## src/logic/imcol_pkg.sv

```systemverilog
// Package for the I2C multi-master collision block: register map, fields, timing
package imcol_pkg;

    // Register byte offsets on APB
    localparam logic [7:0] ADDR_CTRL   = 8'h00;    // Enable, request bits
    localparam logic [7:0] ADDR_STATUS = 8'h04;    // Sticky events, read clears
    localparam logic [7:0] ADDR_MASK   = 8'h08;    // Interrupt mask
    localparam logic [7:0] ADDR_TXBUF  = 8'h0C;    // Transmit shift buffer
    localparam logic [7:0] ADDR_STATE  = 8'h10;    // Live bus and engine state

    // Control register fields
    localparam int CTRL_EN    = 0;                 // Serial module enable
    localparam int CTRL_START = 1;                 // Start request
    localparam int CTRL_RSTRT = 2;                 // Repeated start request
    localparam int CTRL_STOP  = 3;                 // Stop request
    localparam int CTRL_ACK   = 4;                 // Acknowledge request
    localparam int CTRL_ACKDT = 5;                 // Acknowledge data value
    localparam int CTRL_W     = 6;

    // Status fields (same layout in mask)
    localparam int ST_BCOL  = 0;                   // Bus collision flag
    localparam int ST_SPIRQ = 1;                   // Serial port event flag
    localparam int ST_START = 2;                   // Start seen on bus
    localparam int ST_STOP  = 3;                   // Stop seen on bus
    localparam int ST_W     = 4;

    // State register fields
    localparam int SR_BF    = 0;                   // Buffer full flag
    localparam int SR_SDET  = 1;                   // Start detected, level
    localparam int SR_PDET  = 2;                   // Stop detected, level
    localparam int SR_BUSY  = 3;                   // Engine not idle

    localparam logic [31:0] RST_WORD = 32'h0000_0000;

    // Quarter of an SCL bit in clock cycles (5000 ns / 8 ns = 625; four quarters ~ 50 kHz)
    localparam int HALF_NS      = 5000;
    localparam int CLK_NS       = 8;
    localparam int HALF_CYCLES  = HALF_NS / CLK_NS;

    typedef enum logic [2:0] {
        ST_IDLE, ST_STRT, ST_RPT, ST_BIT, ST_STP, ST_ACKS
    } imcol_state_type;

endpackage : imcol_pkg

```

## src/logic/imcol_top.sv

```systemverilog
// I2C master with multi-master collision detection and recovery, APB register slave
//
// Contract
// - While sending address or data, a released SDA bit sampled low flags a bus collision.
// - SDA is compared for arbitration only while SCL is released and high.
// - A collision sets the collision flag and returns the port logic to idle.
// - A collision during a byte stops shifting, clears buffer-full, releases both lines and reopens the buffer.
// - A collision during start, repeated start or acknowledge aborts it, releases the lines, clears its request bit; a stop is not compared.
// - After a collision the bus stays monitored and a detected stop sets the serial port event flag.
// - A buffer write after a collision always sends from the first data bit.
// - Start and stop conditions on the bus raise interrupts so software sees when the bus is free.
// - Start-detected and stop-detected clear on reset and while the module is disabled.
// - Reset disables the module and ends any transfer in progress.
// - Arbitration is checked during address, data, start, repeated start and acknowledge.
//
// The implementer's own choices: the address map and register access over APB.
`timescale 1ns/1ns
`default_nettype none

module imcol_top
#(
    parameter int HALF = imcol_pkg::HALF_CYCLES     // Cycles per quarter of an SCL bit
)
(
    input  wire logic        clk,                  // 125 MHz system clock
    input  wire logic        srst,                 // Synchronous reset, active high
    input  wire logic        ce,                   // Clock enable, freezes state when low
    input  wire logic        psel,                 // APB select
    input  wire logic        penable,              // APB enable
    input  wire logic        pwrite,               // APB write
    input  wire logic [7:0]  paddr,                // APB byte address
    input  wire logic [31:0] pwdata,               // APB write data
    output logic      [31:0] prdata,               // APB read data
    output logic             pready,               // APB ready
    output logic             pslverr,              // APB error, unmapped address
    input  wire logic        scl_i,                // SCL pin level
    output logic             scl_o,                // SCL drive value, always 0
    output logic             scl_oe_n,             // SCL enable, low pulls line low
    input  wire logic        sda_i,                // SDA pin level
    output logic             sda_o,                // SDA drive value, always 0
    output logic             sda_oe_n,             // SDA enable, low pulls line low
    output logic             irq                   // Level interrupt
);
    import imcol_pkg::*;

    // How a bit is timed
    // Every bit of the link is four quarters of HALF cycles each. The engine
    // counts a quarter in cnt and steps ph at the end of it. SCL is let go at
    // the end of quarter 0 and pulled low again at the end of quarter 3, so
    // the clock line is low for one quarter and high for three.
    // SDA is changed only in the first cycle of quarter 0, one clock after SCL
    // was pulled low. Moving it together with SCL would let a receiver see the
    // new bit on the old clock level; one cycle of hold avoids that.
    //
    // Clock stretching
    // A peer may keep SCL low after we let go. In quarter 1 the timer is held
    // at zero until the synced clock is seen high, so the high time is
    // measured from the real rise, not from our release.
    //
    // Arbitration
    // Only a bit we leave released can be lost. The compare runs in quarters 1
    // to 3, when SCL is up, and only on the synced pins, so a pin edge is
    // seen about two clocks late. The acknowledge slot of a sent byte is the
    // receiver's to drive and is never compared. A stop is not arbitrated.
    //
    // Recovery
    // On a loss the engine drops whatever it was doing in the same cycle:
    // request bits are cleared, buffer-full falls, both lines are released
    // and the bit counter goes back to the first data bit. The bus monitor
    // keeps running, so the stop that the winner sends later still raises
    // the serial event flag.
    //
    // Status and interrupt
    // Status bits are sticky. A read of the status register clears the bits
    // that it returned; an event that lands in the same cycle as the read
    // stays set, so no event is lost to a read race.
    // The interrupt is a plain level of status AND mask.
    //
    // Reset and enable
    // srst clears everything and leaves both lines released, so the block
    // comes out of reset disabled and silent. While the enable bit is low the
    // start and stop detected bits are held clear and no request launches.
    // A low clock enable freezes every register, including the synchronisers.
    //
    // Bus free
    // Stop detected set, or both detected bits clear, means nobody owns the
    // bus. Software should only ask for a start in that case; the block does
    // not refuse a start on a busy bus.
    //
    // Register answers
    // Every access takes one wait state: the access edge is taken, pready and
    // read data follow one cycle later and stand for one cycle only.
    // An unmapped address answers with pslverr and zero data; writes to it
    // are ignored.
    //
    // Limitations
    // A write to the transmit buffer while the engine is busy is dropped
    // without an error; software should wait for the busy bit to fall.
    // Requests are served one at a time in a fixed order: start, repeated
    // start, stop, acknowledge, then a buffered byte.

    typedef struct packed {
        logic [1:0]            scl_s;              // SCL synchroniser
        logic [1:0]            sda_s;              // SDA synchroniser
        logic                  scl_p;              // Previous synced SCL
        logic                  sda_p;              // Previous synced SDA
        logic [CTRL_W-1:0]     ctrl;
        logic [ST_W-1:0]       stat;
        logic [ST_W-1:0]       mask;
        logic                  sdet;               // Start detected level
        logic                  pdet;               // Stop detected level
        logic                  bf;                 // Buffer full
        logic [7:0]            sh;                 // Shift register
        logic [3:0]            bitn;               // Bit index, 8 = ack slot
        logic [1:0]            ph;                 // Quarter phase within a bit
        logic [15:0]           cnt;                // Phase timer
        logic                  scl_rel;            // Released SCL
        logic                  sda_rel;            // Released SDA
        imcol_state_type       st;
        logic [31:0]           rdata;
        logic                  rdy;
    } imcol_regs_type;

    imcol_regs_type q, d;

    logic scl_h, sda_h, start_ev, stop_ev, tick, acc, wr, rd, hit, bcol;

    // Synced pin levels, only the second stage is read by logic
    assign scl_h    = q.scl_s[1];
    assign sda_h    = q.sda_s[1];
    assign start_ev = scl_h && q.scl_p && q.sda_p && !sda_h;
    assign stop_ev  = scl_h && q.scl_p && !q.sda_p && sda_h;
    assign tick     = (q.cnt == 16'(HALF - 1));
    assign acc      = psel && penable && !q.rdy;
    assign wr       = acc && pwrite;
    assign rd       = acc && !pwrite;
    assign hit      = (paddr == ADDR_CTRL) || (paddr == ADDR_STATUS) || (paddr == ADDR_MASK)
                      || (paddr == ADDR_TXBUF) || (paddr == ADDR_STATE);

    // Collision: we released SDA, SCL is really high, yet SDA reads low
    // The acknowledge slot of a sent byte belongs to the receiver, never compared
    assign bcol = (q.st != ST_IDLE) && (q.st != ST_STP) && q.sda_rel && q.scl_rel
                  && !(q.st == ST_BIT && q.bitn == 4'd8)
                  && scl_h && !sda_h && (q.ph != 2'd0);

    always_comb
    begin
        d = q;
        d.scl_s = {q.scl_s[0], scl_i};
        d.sda_s = {q.sda_s[0], sda_i};
        d.scl_p = scl_h;
        d.sda_p = sda_h;
        d.rdy   = acc;

        // Status read clears what it returned; events below set again, so set wins
        if (rd && paddr == ADDR_STATUS)
            d.stat = '0;

        // Bus condition monitor, live even while a collision recovers
        if (start_ev)
        begin
            d.sdet = 1'b1;
            d.pdet = 1'b0;
            d.stat[ST_START] = 1'b1;
        end
        if (stop_ev)
        begin
            d.pdet = 1'b1;
            d.sdet = 1'b0;
            d.stat[ST_STOP]  = 1'b1;
            d.stat[ST_SPIRQ] = 1'b1;
        end

        // Bit engine, four quarters per bit, SCL high during quarters 1 to 3
        if (q.st != ST_IDLE)
        begin
            d.cnt = tick ? 16'h0000 : q.cnt + 16'h0001;
            // Clock stretching: hold the high phase until SCL is seen high
            if (q.scl_rel && !scl_h && q.ph == 2'd1)
                d.cnt = 16'h0000;
        end
        if (q.st != ST_IDLE && tick && !(q.scl_rel && !scl_h && q.ph == 2'd1))
        begin
            d.ph = q.ph + 2'd1;
            unique case (q.st)
                ST_STRT, ST_RPT:
                begin
                    // Q0: SDA and SCL up, Q2: SDA down, Q3: SCL down
                    if (q.ph == 2'd0) d.sda_rel = 1'b1;
                    if (q.ph == 2'd0) d.scl_rel = 1'b1;
                    if (q.ph == 2'd2) d.sda_rel = 1'b0;
                    if (q.ph == 2'd3)
                    begin
                        d.scl_rel = 1'b0;
                        d.st = ST_IDLE;
                        d.ctrl[CTRL_START] = 1'b0;
                        d.ctrl[CTRL_RSTRT] = 1'b0;
                    end
                end
                ST_STP:
                begin
                    if (q.ph == 2'd0) d.sda_rel = 1'b0;
                    if (q.ph == 2'd1) d.scl_rel = 1'b1;
                    if (q.ph == 2'd2) d.sda_rel = 1'b1;
                    if (q.ph == 2'd3)
                    begin
                        d.st = ST_IDLE;
                        d.ctrl[CTRL_STOP] = 1'b0;
                    end
                end
                ST_BIT, ST_ACKS:
                begin
                    if (q.ph == 2'd0)
                    begin
                        d.scl_rel = 1'b1;
                    end
                    if (q.ph == 2'd3)
                    begin
                        d.scl_rel = 1'b0;
                        if (q.st == ST_ACKS)
                        begin
                            d.st = ST_IDLE;
                            d.ctrl[CTRL_ACK] = 1'b0;
                            d.stat[ST_SPIRQ] = 1'b1;
                        end
                        else if (q.bitn == 4'd8)
                        begin
                            d.st = ST_IDLE;
                            d.bf = 1'b0;
                            d.stat[ST_SPIRQ] = 1'b1;
                        end
                        else
                        begin
                            d.sh   = {q.sh[6:0], 1'b0};
                            d.bitn = q.bitn + 4'd1;
                        end
                    end
                end
                default: d.st = ST_IDLE;
            endcase
        end

        // New data bit goes out one cycle after SCL fell, never on a clock edge
        if ((q.st == ST_BIT || q.st == ST_ACKS) && q.ph == 2'd0 && q.cnt == 16'h0000)
        begin
            d.sda_rel = (q.st == ST_ACKS) ? q.ctrl[CTRL_ACKDT]
                      : (q.bitn == 4'd8) ? 1'b1 : q.sh[7];
        end

        // Launch a pending request from idle, start first
        if (q.st == ST_IDLE && q.ctrl[CTRL_EN])
        begin
            d.ph  = 2'd0;
            d.cnt = 16'h0000;
            if (q.ctrl[CTRL_START])      d.st = ST_STRT;
            else if (q.ctrl[CTRL_RSTRT]) d.st = ST_RPT;
            else if (q.ctrl[CTRL_STOP])  d.st = ST_STP;
            else if (q.ctrl[CTRL_ACK])   d.st = ST_ACKS;
            else if (q.bf)
            begin
                d.st   = ST_BIT;
                d.bitn = 4'd0;
            end
        end

        // APB register writes
        if (wr && paddr == ADDR_CTRL)
            d.ctrl = pwdata[CTRL_W-1:0];
        if (wr && paddr == ADDR_MASK)
            d.mask = pwdata[ST_W-1:0];
        if (wr && paddr == ADDR_TXBUF && q.st == ST_IDLE)
        begin
            d.sh = pwdata[7:0];
            d.bf = 1'b1;
        end

        // Collision recovery, dominates the engine
        if (bcol)
        begin
            d.stat[ST_BCOL] = 1'b1;
            d.st      = ST_IDLE;
            d.bf      = 1'b0;
            d.bitn    = 4'd0;
            d.scl_rel = 1'b1;
            d.sda_rel = 1'b1;
            d.ctrl[CTRL_START] = 1'b0;
            d.ctrl[CTRL_RSTRT] = 1'b0;
            d.ctrl[CTRL_STOP]  = 1'b0;
            d.ctrl[CTRL_ACK]   = 1'b0;
        end

        // Read answer; a status read clears bits not set this cycle
        d.rdata = 32'h0000_0000;
        if (rd)
        begin
            unique case (paddr)
                ADDR_CTRL:   d.rdata = 32'(q.ctrl);
                ADDR_STATUS: d.rdata = 32'(q.stat);
                ADDR_MASK:   d.rdata = 32'(q.mask);
                ADDR_TXBUF:  d.rdata = 32'(q.sh);
                ADDR_STATE:  d.rdata = {28'h000_0000, q.st != ST_IDLE, q.pdet, q.sdet, q.bf};
                default:     d.rdata = 32'h0000_0000;
            endcase
        end
        // Disabled module: detectors cleared, engine idle, lines released
        if (!q.ctrl[CTRL_EN])
        begin
            d.sdet    = 1'b0;
            d.pdet    = 1'b0;
            d.st      = ST_IDLE;
            d.scl_rel = 1'b1;
            d.sda_rel = 1'b1;
        end
    end

    // Single state register; reset disables and ends transfers
    always_ff @(posedge clk)
    begin
        if (srst)
        begin
            q         <= '0;
            q.scl_s   <= 2'b11;
            q.sda_s   <= 2'b11;
            q.scl_p   <= 1'b1;
            q.sda_p   <= 1'b1;
            q.scl_rel <= 1'b1;
            q.sda_rel <= 1'b1;
            q.st      <= ST_IDLE;
        end
        else if (ce)
        begin
            q <= d;
        end
    end

    // Outputs; open drain pins drive low only
    assign prdata   = q.rdata;
    assign pready   = q.rdy;
    assign pslverr  = q.rdy && !hit;
    assign scl_o    = 1'b0;
    assign sda_o    = 1'b0;
    assign scl_oe_n = q.scl_rel;
    assign sda_oe_n = q.sda_rel;
    assign irq      = |(q.stat & q.mask);

endmodule : imcol_top

`default_nettype wire

```

## config.mk

```make
export PLATFORM = sky130hd
export DESIGN_NAME = imcol_top
export DESIGN_NICKNAME = d
export VERILOG_FILES = /design/src/logic/imcol_pkg.sv /design/src/logic/imcol_top.sv
export SDC_FILE = /design/constraint.sdc
export NUM_CORES = 1
export LEC_CHECK = 0
export ABC_AREA = 1
export ABC_CLOCK_PERIOD_IN_PS = 1590
export BUFFER_PORTS_ARGS = -buffer_cell sky130_fd_sc_hd__clkbuf_2
export CAP_MARGIN = 30
export CORE_UTILIZATION = 50
export CTS_CLUSTER_DIAMETER = 50
export DETAILED_ROUTE_END_ITERATION = 12
export PLACE_DENSITY = 0.81
export SYNTH_ARGS = -nofsm -noshare
export SYNTH_HDL_FRONTEND = slang
export SYNTH_SLANG_ARGS = --single-unit
```

## constraint.sdc

```tcl
create_clock -name clk -period 1.59 [get_ports clk]
set_input_delay 0 -clock clk [delete_from_list [all_inputs] [get_ports clk]]
set_output_delay 0 -clock clk [all_outputs]
set_load 0.05 [all_outputs]
```

After elaboration in Yosys (flattened, before gate mapping)
Cells that the tools add are included.

Output and inout port bits: 39. Latch bits: 0. Bits in writable memories: 0. Flip-flop bits (word level): 91. Input port bits: 48. Memories kept: 0. Bits in read-only memories: 0.

Multipliers: 0. Reduce and logical (&&, ||, !) cells: 87. Equal/unequal tests: 27. Order comparisons: 0. Div/mod/pow operators: 0. Shift-type cells: 0. Add/subtract/negate cells: 3. Multiplexer cells: 68. Bitwise operators: 1.

Operator list (number): two-way mux 16 bit (3); case mux 8 bit (5 select lines) (1); two-way mux 13 bit (3); two-way mux 4 bit (9); nonzero test 3 bit (11); logical AND 1 bit (30); two-way mux 3 bit (10); two-way mux 1 bit (25); two-way mux 22 bit (1); two-way mux 5 bit (4); nonzero test 2 bit (9); adder 16 x 1 -> 16 bit (second input constant) (1); equality test 16 x 10 -> 1 bit (second input constant) (1); equality test 8 x 4 -> 1 bit (second input constant) (2); zero test 16 bit (1); AND reduction 2 bit (8); two-way mux 15 bit (1); AND reduction 5 bit (3); two-way mux 12 bit (1); != test 6 bit (second input constant) (2); AND reduction 6 bit (2); two-way mux 2 bit (5); two-way mux 9 bit (1); equality test 8 x 3 -> 1 bit (second input constant) (1); other kinds (31) (51).

Logic depth before layout (Yosys ltp)
Gate-level depths: netlist of run 1.

Word-level depth: 14. Gate-level depth with buffers: 14. Gate-level depth less buffers: 14.

Worst setup path after synthesis of run 1
Ideal clock, no wire load.

Path type: reg2reg. From: register q (netlist bit scl_oe_n). To: register q[81] (netlist bit). Setup slack: -0.171 ns. Data required time: 1.478 ns. Clock period less this slack: 1.761 ns. Arrival time: 1.650 ns. Path buffers: 0. Cell stages (with the launch flop): 11. Cells stage by stage: dfxtp_1 > nand3b_1 > nand2_4 > inv_2 > nand3_2 > nand3_1 > nand2_1 > inv_2 > and2_1 > nor2_1 > nor2_1.

Word-level cells in the longest chain between the ends: 7. Elaborated cells on any way between the ends: 14. Those cells by class: mux (1); reduce/logical (13).

Ends and longest elaborated chain: start, declared (line imcol_top.sv:124) `imcol_regs_type q, d;`; logical AND 1 bit (line imcol_top.sv:142) `assign bcol = (q.st != ST_IDLE) && (q.st != ST_STP) && q.sda_rel && q.scl_rel`; logical AND 1 bit (line imcol_top.sv:143) `&& !(q.st == ST_BIT && q.bitn == 4'd8)`; logical AND 1 bit (3 in a row) (line imcol_top.sv:144) `&& scl_h && !sda_h && (q.ph != 2'd0);`; nonzero test 3 bit (no line); AND reduction 4 bit (no line).

Parallel ways exist; a longest one is shown, timed or not. A chain may end at the register's enable or synchronous reset.

Final worst setup path of run 1
From: register q[55] (netlist bit). To: register q[64] (netlist bit).

Word-level cells in the longest chain between the ends: 6. Elaborated cells on any way between the ends: 8. Those cells by class: eq/ne (2); reduce/logical (6).

Ends and longest elaborated chain: equality test 2 x 1 -> 1 bit (line imcol_top.sv:182) `if (q.st != ST_IDLE && tick && !(q.scl_rel && !scl_h && q.ph == 2'd1))`; logical AND 1 bit (line imcol_top.sv:182); zero test 1 bit (line imcol_top.sv:182); logical AND 1 bit (line imcol_top.sv:182); nonzero test 2 bit (no line); AND reduction 6 bit (no line) *.

Every way passes the cells marked *; elsewhere a longest branch is shown, timed or not.

==> results.py, run 1 <==
metrics = {
    "clock_tree": {
        "cts_made_buffers": 9,
        "cts_tree": "done",
        "htree_levels": 3,
        "cts_root_buf": "clkbuf_8",
        "clkLatencyLatePin_ns": 0.37,
        "cts.sinks": 67,
        "clockBufferDepth": 2,
        "clk_pin_slew_worst_paths_ns": 0.09,
    },
    "yosys": {
        "ys_seq_elements": 67,
        "yosysTopAreaCell": "dfxtp_1",
        "yosys_warnings": 0,
        "ys_top_cells_by_area": "dfxtp_1 31%, nand2_1 14%, nand3_1 7.1%, a21oi_1 6.2%, buf_4 5.9%",
        "ys_types": 39,
        "avgSynthCellArea_sq_um": 6.57,
        "synthCells": 653,
        "yosysSeqAreaShare_pct": 31.2,
        "synth_area_sq_um": 4290,
        "yosysTopAreaCellShare_pct": 31.2,
    },
    "layout": {
        "nets": 854,
        "area_growth_pct": 46.3,
        "layout_commonest_cell": "nand2_1",
        "diodes": 0,
        "n_fill_cell": 536,
        "layout_common_cells": "148 x nand2_1, 97 x buf_4, 52 x inv_1",
        "drive_above_1_share_pct": 39.9,
        "fin_util_pct": 76.0,
        "fin_cells": 908,
    },
    "placed_design": {
        "dp_slack_ns": -0.163,
        "place_hpwl_mm": 9.36,
        "placed_cells_incl_taps": 856,
        "place_congestion": 0.985,
        "io_buffers": 36,
    },
    "power": {
        "p_total_mw": 3.91,
        "power_per_cell_area_nw_per_um2": 623,
        "ir_worst_vdd_v": 0.000435,
        "p_leak_nw": 2.82,
    },
    "global_route": {
        "grt_max_degree": 35,
        "grt_pass1_vias": 4759,
        "grt_overflow": 0,
        "grt_antenna_before_repair": 0,
        "grt_use_total_pct": 31.3,
        "grt_pass1_wl_mm": 21.7,
    },
    "sta": {
        "period_share_pct": 113,
        "setup_slack_ns": -0.200,
        "rsz0062_at_grt": "true",
        "finalSetupViolCount": 40,
        "period_needed_ns": 1.79,
        "maxSlewViolCount": 0,
        "hold_viol": 0,
        "skew_ns": 0.0134,
        "max_freq_mhz": 559,
        "finalSetupTns_ns": -4.50,
    },
    "critical_path": {
        "criticalPathCategory": "flop to flop",
        "endpoint_kind": "flop",
        "cp_data_arrival_time_ns": 2.08,
        "startpoint_type": "flop",
        "path_max_fanout": 6,
        "crit_required_ns": 1.88,
    },
    "die": {
        "core_area_sq_um": 8260,
        "rows": 33,
        "io_pins": 87,
        "fp.dieW_microns": 94.7,
        "start_util_pct": 52.0,
        "dieHeight_microns": 94.7,
        "die_area_sq_um": 8960,
    },
    "route": {
        "viasPerCell": 5.83,
        "met1_length_mm": 6.02,
        "vias": 5292,
        "first_iter_violations": 466,
        "wl_met3_mm": 1.43,
        "drc": 0,
        "route.met2.wl_mm": 7.59,
        "top_layer_used": "met4",
        "drt_pre_antenna_iters": 5,
        "drt_wl_total_mm": 15.9,
        "ant_nets": 0,
        "wl_per_cell_microns": 17.5,
    },
    "hold_path": {
        "hp-class": "primary input to flop",
    },
    "outcome": {
        "status": "finished with violations",
        "violations": "setup timing",
    },
    "flow_run": {
        "max-cap-violations": 0,
    },
}
[worst paths after layout]
path         cells past startpoint  slack [ns]  startpoint    end
max                              9       -0.20       q[55]  q[64]
min                              5        0.05   pwdata[6]  q[66]
max reg2reg                      9       -0.20       q[55]  q[64]
min reg2reg                      2        0.47       q[70]  q[70]
[cell usage after synthesis, drive strengths merged]
cell,n
nand2,171
inv,80
nand3,72
dfxtp,67
nor2,61
a21oi,55
buf,37
o21ai,31
nand4,14
nor3,14
clkbuf,9
o22ai,9
ha,8
o211ai,7
or2,4
nor4,3
a211oi,2
xor2,2
a31oi,1
and2,1
conb,1
mux2i,1
nand3b,1
nor3b,1
xnor2,1
[registers in the layout, indices dropped and copies added, names as in the netlist]
signal	cells
scl_oe_n	1
q	52
prdata	8
sda_oe_n	1
pready	1
d	4
[timing repair]
action / CTS / global route
endpoints found under the hold margin: 11 / 0
gates resized for setup: 78 / 106
setup buffers: 11 / 15
hold buffers: 10 / 0
gates cloned: 2 / 0
setup endpoints to repair: 37 / 40
pin swaps: 31 / 31
[logic make-up after synthesis]
family | Yosys count | share of synthesized area (%)
mux | 1 | 0.233
fa+ha+maj | 8 | 2.33
buf+inv | 126 | 14.0
compound gates | 105 | 13.2
flops | 67 | 31.2
simple gates | 342 | 38.2
other cells | 1 | 0.0874
xor+xnor | 3 | 0.612
[layer usage]
metal  GRT usage (%)  up-vias
met1            37.1     2454
met5               0        -
met3            7.89      103
met2            53.1      350
li1                -     2385
met4            14.0        0
[stage by stage]
| stage | hold slack, ns | instance area (sq um) |
|---|---|---|
| after detailed placement | 0.240 | 5060 |
| after global routing | 0.0567 | 6280 |
| after CTS | 0.00124 | 5780 |
| final | 0.0507 | 6280 |
| after global placement | 0.231 | 5060 |
| after floorplan | 0.126 | 4410 |
[critical path: stages (launching register included)]
cell,delay [ns]
dfxtp_2,0.35
inv_4,0.05
ha_4,0.18
nand3b_1,0.18
buf_4,0.15
nand4_1,0.12
buf_6,0.16
a21oi_4,0.24
nand3_1,0.11
a21oi_1,0.17
[layout make-up]
| class | instances | area (sq um) | area share, % |
|---|---|---|---|
| Multi-Input combinational cell | 487 | 3060 | 48.7 |
| Inverter | 80 | 340 | 5.42 |
| Sequential cell | 67 | 1370 | 21.9 |
| Tap cell | 105 | 131 | 2.09 |
| Timing Repair Buffer | 153 | 1130 | 18.0 |
| Clock buffer | 9 | 124 | 1.97 |
| Clock inverter | 7 | 124 | 1.97 |
[power by group]
group	total, mW	internal (mW)	switching [mW]
Combinational	0.401	0.0989	0.302
Sequential	1.70	1.69	0.0161
Clock	1.81	1.05	0.759
Total	3.91	2.84	1.08
Power figures use the tool's default switching activity.
==> inputs of run 2 (changes only) <==
Settings changed: CELL_PAD_IN_SITES_DETAIL_PLACEMENT from default to 0, CELL_PAD_IN_SITES_GLOBAL_PLACEMENT from default to 1, CORE_UTILIZATION 50 to 35.
==> run 2 against run 1 <==
Against the previous run:
- the flow still finishes with violations (setup timing)
- hold slack lost 0.015 ns
- clock-buffer cell count is the same
- via count decreased by 9.3%
- global-route usage fell by 11 points
- critical path depth grew 1
- total power grew 14%
- clock power grew 31%
- non-clock buffer count is 8 lower
- register-to-register slack better by 0.05 ns
- first-iteration DRC count down 30%
- sequential cell count did not move
- critical endpoint is now q[63]
==> results.py, run 2 (same netlist as run 1, synthesis figures left out) <==
metrics = {
    "outcome": {
        "status": "finished with violations",
        "violations": "setup timing",
    },
    "critical_path": {
        "path_max_fanout": 3,
        "cp_data_arrival_time_ns": 2.00,
        "endpoint_kind": "flop",
        "crit_buf_inv": 4,
        "criticalPathCategory": "flop to flop",
        "cp_slowest_cell": "dfxtp_2",
        "crit_top_cell": "buf_4",
        "crit_required_ns": 1.85,
        "path_delay_family": "buffers and inverters",
        "startpoint_type": "flop",
        "path_cells": "inv_4, ha_4, nand3b_1, buf_4, nand4_1, buf_6, buf_4, o22ai_2, nand3_2, a21oi_1",
        "max_stage_delay_ns": 0.35,
    },
    "global_route": {
        "grt_max_degree": 35,
        "grt_pass1_wl_mm": 20.8,
        "grt_overflow": 0,
        "grt_pass1_vias": 4380,
        "grt_use_total_pct": 20.6,
        "grt_antenna_before_repair": 0,
    },
    "sta": {
        "skew_ns": 0.00888,
        "maxSlewViolCount": 0,
        "period_needed_ns": 1.74,
        "setup_slack_ns": -0.155,
        "hold_viol": 0,
        "period_share_pct": 110,
        "finalSetupViolCount": 16,
        "rsz0062_at_grt": "true",
        "max_freq_mhz": 573,
    },
    "die": {
        "rows": 40,
        "io_pins": 87,
        "core_area_sq_um": 12000,
        "fp.dieW_microns": 113,
        "die_area_sq_um": 12700,
        "start_util_pct": 35.9,
        "dieHeight_microns": 113,
    },
    "route": {
        "viasPerCell": 5.10,
        "ant_nets": 0,
        "drt_pre_antenna_iters": 5,
        "wl_per_cell_microns": 14.2,
        "drt_wl_total_mm": 13.4,
        "wl_met3_microns": 603,
        "first_iter_violations": 327,
        "met1_length_mm": 5.97,
        "top_layer_used": "met4",
        "drc": 0,
        "vias": 4798,
        "route.met2.wl_mm": 6.63,
    },
    "layout": {
        "area_growth_pct": 45.8,
        "fin_cells": 941,
        "layout_commonest_cell": "nand2_1",
        "layout_common_cells": "146 x nand2_1, 93 x buf_4, 55 x inv_1",
        "largest-register": "q",
        "drive_above_1_share_pct": 38.8,
        "diodes": 0,
        "largest_reg_flops": 52,
        "final_cell_area_sq_um": 6260,
        "nets": 845,
        "n_fill_cell": 1107,
    },
    "clock_tree": {
        "cts_made_buffers": 9,
        "clk_pin_slew_worst_paths_ns": 0.06,
        "cts_root_buf": "clkbuf_16",
        "cts.sinks": 67,
        "htree_levels": 3,
        "clockBufferDepth": 2,
        "clkLatencyLatePin_ns": 0.34,
        "cts_tree": "done",
    },
    "power": {
        "power_per_cell_area_nw_per_um2": 713,
        "ir_worst_vdd_v": 0.000361,
        "p_leak_nw": 2.75,
    },
    "placed_design": {
        "placed_cells_incl_taps": 903,
        "place_congestion": 0.896,
        "place_hpwl_mm": 9.54,
        "io_buffers": 36,
        "place_area_sq_um": 5150,
        "dp_slack_ns": -0.153,
    },
    "hold_path": {
        "hp-class": "primary input to flop",
    },
    "flow_run": {
        "max-cap-violations": 0,
    },
}
[run 2: what timing repair did]
action,CTS,global route
pin swaps,20,42
endpoints found under the setup margin,36,41
hold buffers,10,0
cloned,1,0
resized for setup,49,104
setup buffers,0,11
hold endpoints to repair,10,0
[run 2: report_power, final]
part           leakage (nW)  internal, mW  switching [mW]
clock                 0.170          1.55           0.832
sequential            0.550          1.69          0.0146
combinational          2.03        0.0909           0.292
total                  2.75          3.33            1.14
[run 2: layout make-up]
cell class | count | area [sq um] | share of cell area [%]
Multi-Input combinational cell | 486 | 2990 | 47.7
Sequential cell | 67 | 1370 | 21.9
Timing Repair Buffer | 145 | 1050 | 16.8
Inverter | 80 | 318 | 5.08
Clock buffer | 9 | 225 | 3.60
Tap cell | 147 | 184 | 2.94
Clock inverter | 7 | 125 | 2.00
[run 2: path summary, 6_finish.rpt]
| path | startpoint | slack [ns] | depth (start not counted) | to |
|---|---|---|---|---|
| worst min register to register | d[90] | 0.46 | 2 | d[90] |
| worst max register to register | q[55] | -0.15 | 10 | q[63] |
| worst min-delay path | ce | 0.04 | 2 | d[85] |
| worst max-delay path | q[55] | -0.15 | 10 | q[63] |
[run 2: per-stage QoR]
step | total power, mW | TNS [ns] | util (%) | hold slack [ns]
4_1_cts | 4.48 | -0.448 | 48.4 | 0.0336
2_1_floorplan | 2.04 | -0.00908 | - | 0.126
5_1_grt | 4.59 | -2.92 | 52.3 | 0.0442
3_5_place_dp | 2.09 | -2.51 | 43.0 | 0.218
6_report | 4.47 | -0.996 | 52.3 | 0.0352
3_3_place_gp | 2.09 | -1.46 | 43.0 | 0.218
[run 2: layer usage]
layer,GRT usage [%],vias to the layer above
met5,0,-
met4,5.60,0
met3,3.16,19
met2,35.9,128
met1,26.3,2291
li1,-,2360
==> inputs of run 3 (changes only) <==
Settings changed: PLACE_DENSITY 0.81 to default, PLACE_DENSITY_LB_ADDON from default to 0.25.
==> run 3 against run 2 <==
Against the previous run:
- the flow finishes with violations (DRC, setup timing)
- sequential power about the same
- total power down 7.6%
- clock-buffer cell count up 2
- clock power down 15%
- critical path type unchanged
- critical endpoint is now q[66]
- largest cell class unchanged
- largest power group unchanged
- highest routed layer unchanged
==> results.py, run 3 (same netlist as run 1, synthesis figures left out) <==
metrics = {
    "critical_path": {
        "crit_required_ns": 1.86,
        "endpoint_kind": "flop",
        "startpoint_type": "flop",
        "cp_data_arrival_time_ns": 1.97,
        "path_max_fanout": 3,
        "criticalPathCategory": "flop to flop",
    },
    "sta": {
        "finalSetupViolCount": 19,
        "finalSetupTns_ns": -1.15,
        "skew_ns": 0.00667,
        "hold_viol": 0,
        "period_needed_ns": 1.70,
        "rsz0062_at_grt": "true",
        "setup_slack_ns": -0.107,
        "max_freq_mhz": 589,
        "period_share_pct": 107,
        "maxSlewViolCount": 0,
    },
    "layout": {
        "largest_reg_flops": 52,
        "nets": 848,
        "fin_util_pct": 51.8,
        "diodes": 0,
        "drive_above_1_share_pct": 36.8,
        "largest-register": "q",
        "layout_common_cells": "147 x nand2_1, 97 x buf_4, 55 x dfxtp_1",
        "area_growth_pct": 44.4,
        "layout_commonest_cell": "nand2_1",
        "n_fill_cell": 1204,
    },
    "route": {
        "wl_per_cell_microns": 14.2,
        "viasPerCell": 4.94,
        "first_iter_violations": 350,
        "drc": 1,
        "ant_nets": 0,
        "drt_pre_antenna_iters": 8,
        "drt_wl_total_mm": 13.4,
        "vias": 4668,
    },
    "hold_path": {
        "hp-class": "primary input to flop",
    },
    "placed_design": {
        "place_congestion": 0.887,
        "place_hpwl_mm": 9.73,
        "io_buffers": 36,
    },
    "global_route": {
        "grt_pass1_wl_mm": 21.3,
        "grt_max_degree": 35,
        "grt_overflow": 0,
        "grt_pass1_vias": 4339,
        "grt_antenna_before_repair": 0,
        "grt_use_total_pct": 21.6,
    },
    "clock_tree": {
        "cts_tree": "done",
        "cts.sinks": 67,
        "clockBufferDepth": 2,
        "htree_levels": 3,
        "clk_pin_slew_worst_paths_ns": 0.06,
        "cts_root_buf": "clkbuf_16",
        "clkLatencyLatePin_ns": 0.35,
        "cts_made_buffers": 9,
    },
    "die": {
        "fp.dieW_microns": 113,
        "start_util_pct": 35.9,
        "dieHeight_microns": 113,
        "rows": 40,
        "core_area_sq_um": 12000,
        "die_area_sq_um": 12700,
        "io_pins": 87,
    },
    "power": {
        "swShare_pct": 26.4,
        "p_comb_share_pct": 9.4,
        "net-switching-power_mw": 1.09,
        "p_leak_nw": 2.79,
        "p_int_mw": 3.04,
        "p_total_mw": 4.13,
        "pwr-share-clk_pct": 49.2,
        "power_per_cell_area_nw_per_um2": 666,
        "ir_worst_vdd_v": 0.000432,
        "seqPwrFrac_pct": 41.4,
    },
    "outcome": {
        "status": "finished with violations",
        "violations": "DRC, setup timing",
    },
    "flow_run": {
        "max-cap-violations": 0,
    },
}
[run 3: cell count changes in the layout (fill, tap and decap cells not counted), sizes merged]
cell	previous run	this run
bufinv	3	1
clkinvlp	0	1
buf	99	102
clkbuf	45	47
inv	81	80
[run 3: repair_timing]
item	4_1_cts	5_1_grt
hold buffers	10	0
hold endpoints to repair	9	0
gates resized for setup	55	88
setup endpoints to repair	35	43
pin swaps	12	36
gates cloned	1	0
buffers inserted	4	5
[run 3: final timing paths]
| path | startpoint | to | slack, ns | depth (start not counted) |
|---|---|---|---|---|
| max | q[55] | q[66] | -0.11 | 10 |
| min | srst | q[86] | 0.06 | 3 |
| max reg2reg | q[55] | q[66] | -0.11 | 10 |
| min reg2reg | d[90] | d[90] | 0.46 | 2 |
[run 3: final cells by class]
cell class | instances | area, sq um | area share, %
clock inverter | 5 | 52.6 | 0.848
inverter | 80 | 333 | 5.37
clock buffer | 11 | 243 | 3.92
tap | 147 | 184 | 2.97
timing repair buffer | 148 | 1070 | 17.3
sequential | 67 | 1360 | 22.0
multi-input combinational | 486 | 2950 | 47.6
[run 3: critical path, cell delays in order, from the launching register on]
cell,delay [ns]
dfxtp_2,0.35
inv_4,0.05
ha_4,0.16
nand3b_1,0.19
buf_4,0.15
nand4_1,0.11
buf_6,0.16
buf_4,0.13
o22ai_2,0.09
nand3_2,0.09
a21oi_1,0.14
[run 3: routing by layer]
layer,global-route usage (%),up-vias,share of wire [%]
li1,-,2374,-
met1,28.7,2168,48
met2,34.9,110,47
met3,3.48,16,3.6
met4,8.53,0,1.7
met5,0,-,0
[run 3: power groups by stage]
stage	Sequential [mW]	Clock, mW	Combinational, mW
6_report	1.71	2.03	0.388
5_1_grt	1.71	2.13	0.416
4_1_cts	1.71	2.07	0.371
3_5_place_dp	1.75	0	0.346
3_3_place_gp	1.75	0	0.345
2_1_floorplan	1.76	0	0.285
[run 3: per-stage QoR]
| step | instance area (sq um) | instances | worst slack (ns) | hold slack (ns) |
|---|---|---|---|---|
| floorplan | 4410 | 678 | -0.00908 | 0.126 |
| global placement | 5180 | 909 | -0.117 | 0.223 |
| detailed placement | 5180 | 909 | -0.166 | 0.227 |
| CTS | 5820 | 940 | -0.0483 | 0.0150 |
| global route | 6200 | 944 | -0.204 | 0.0746 |
| finish | 6200 | 944 | -0.107 | 0.0554 |
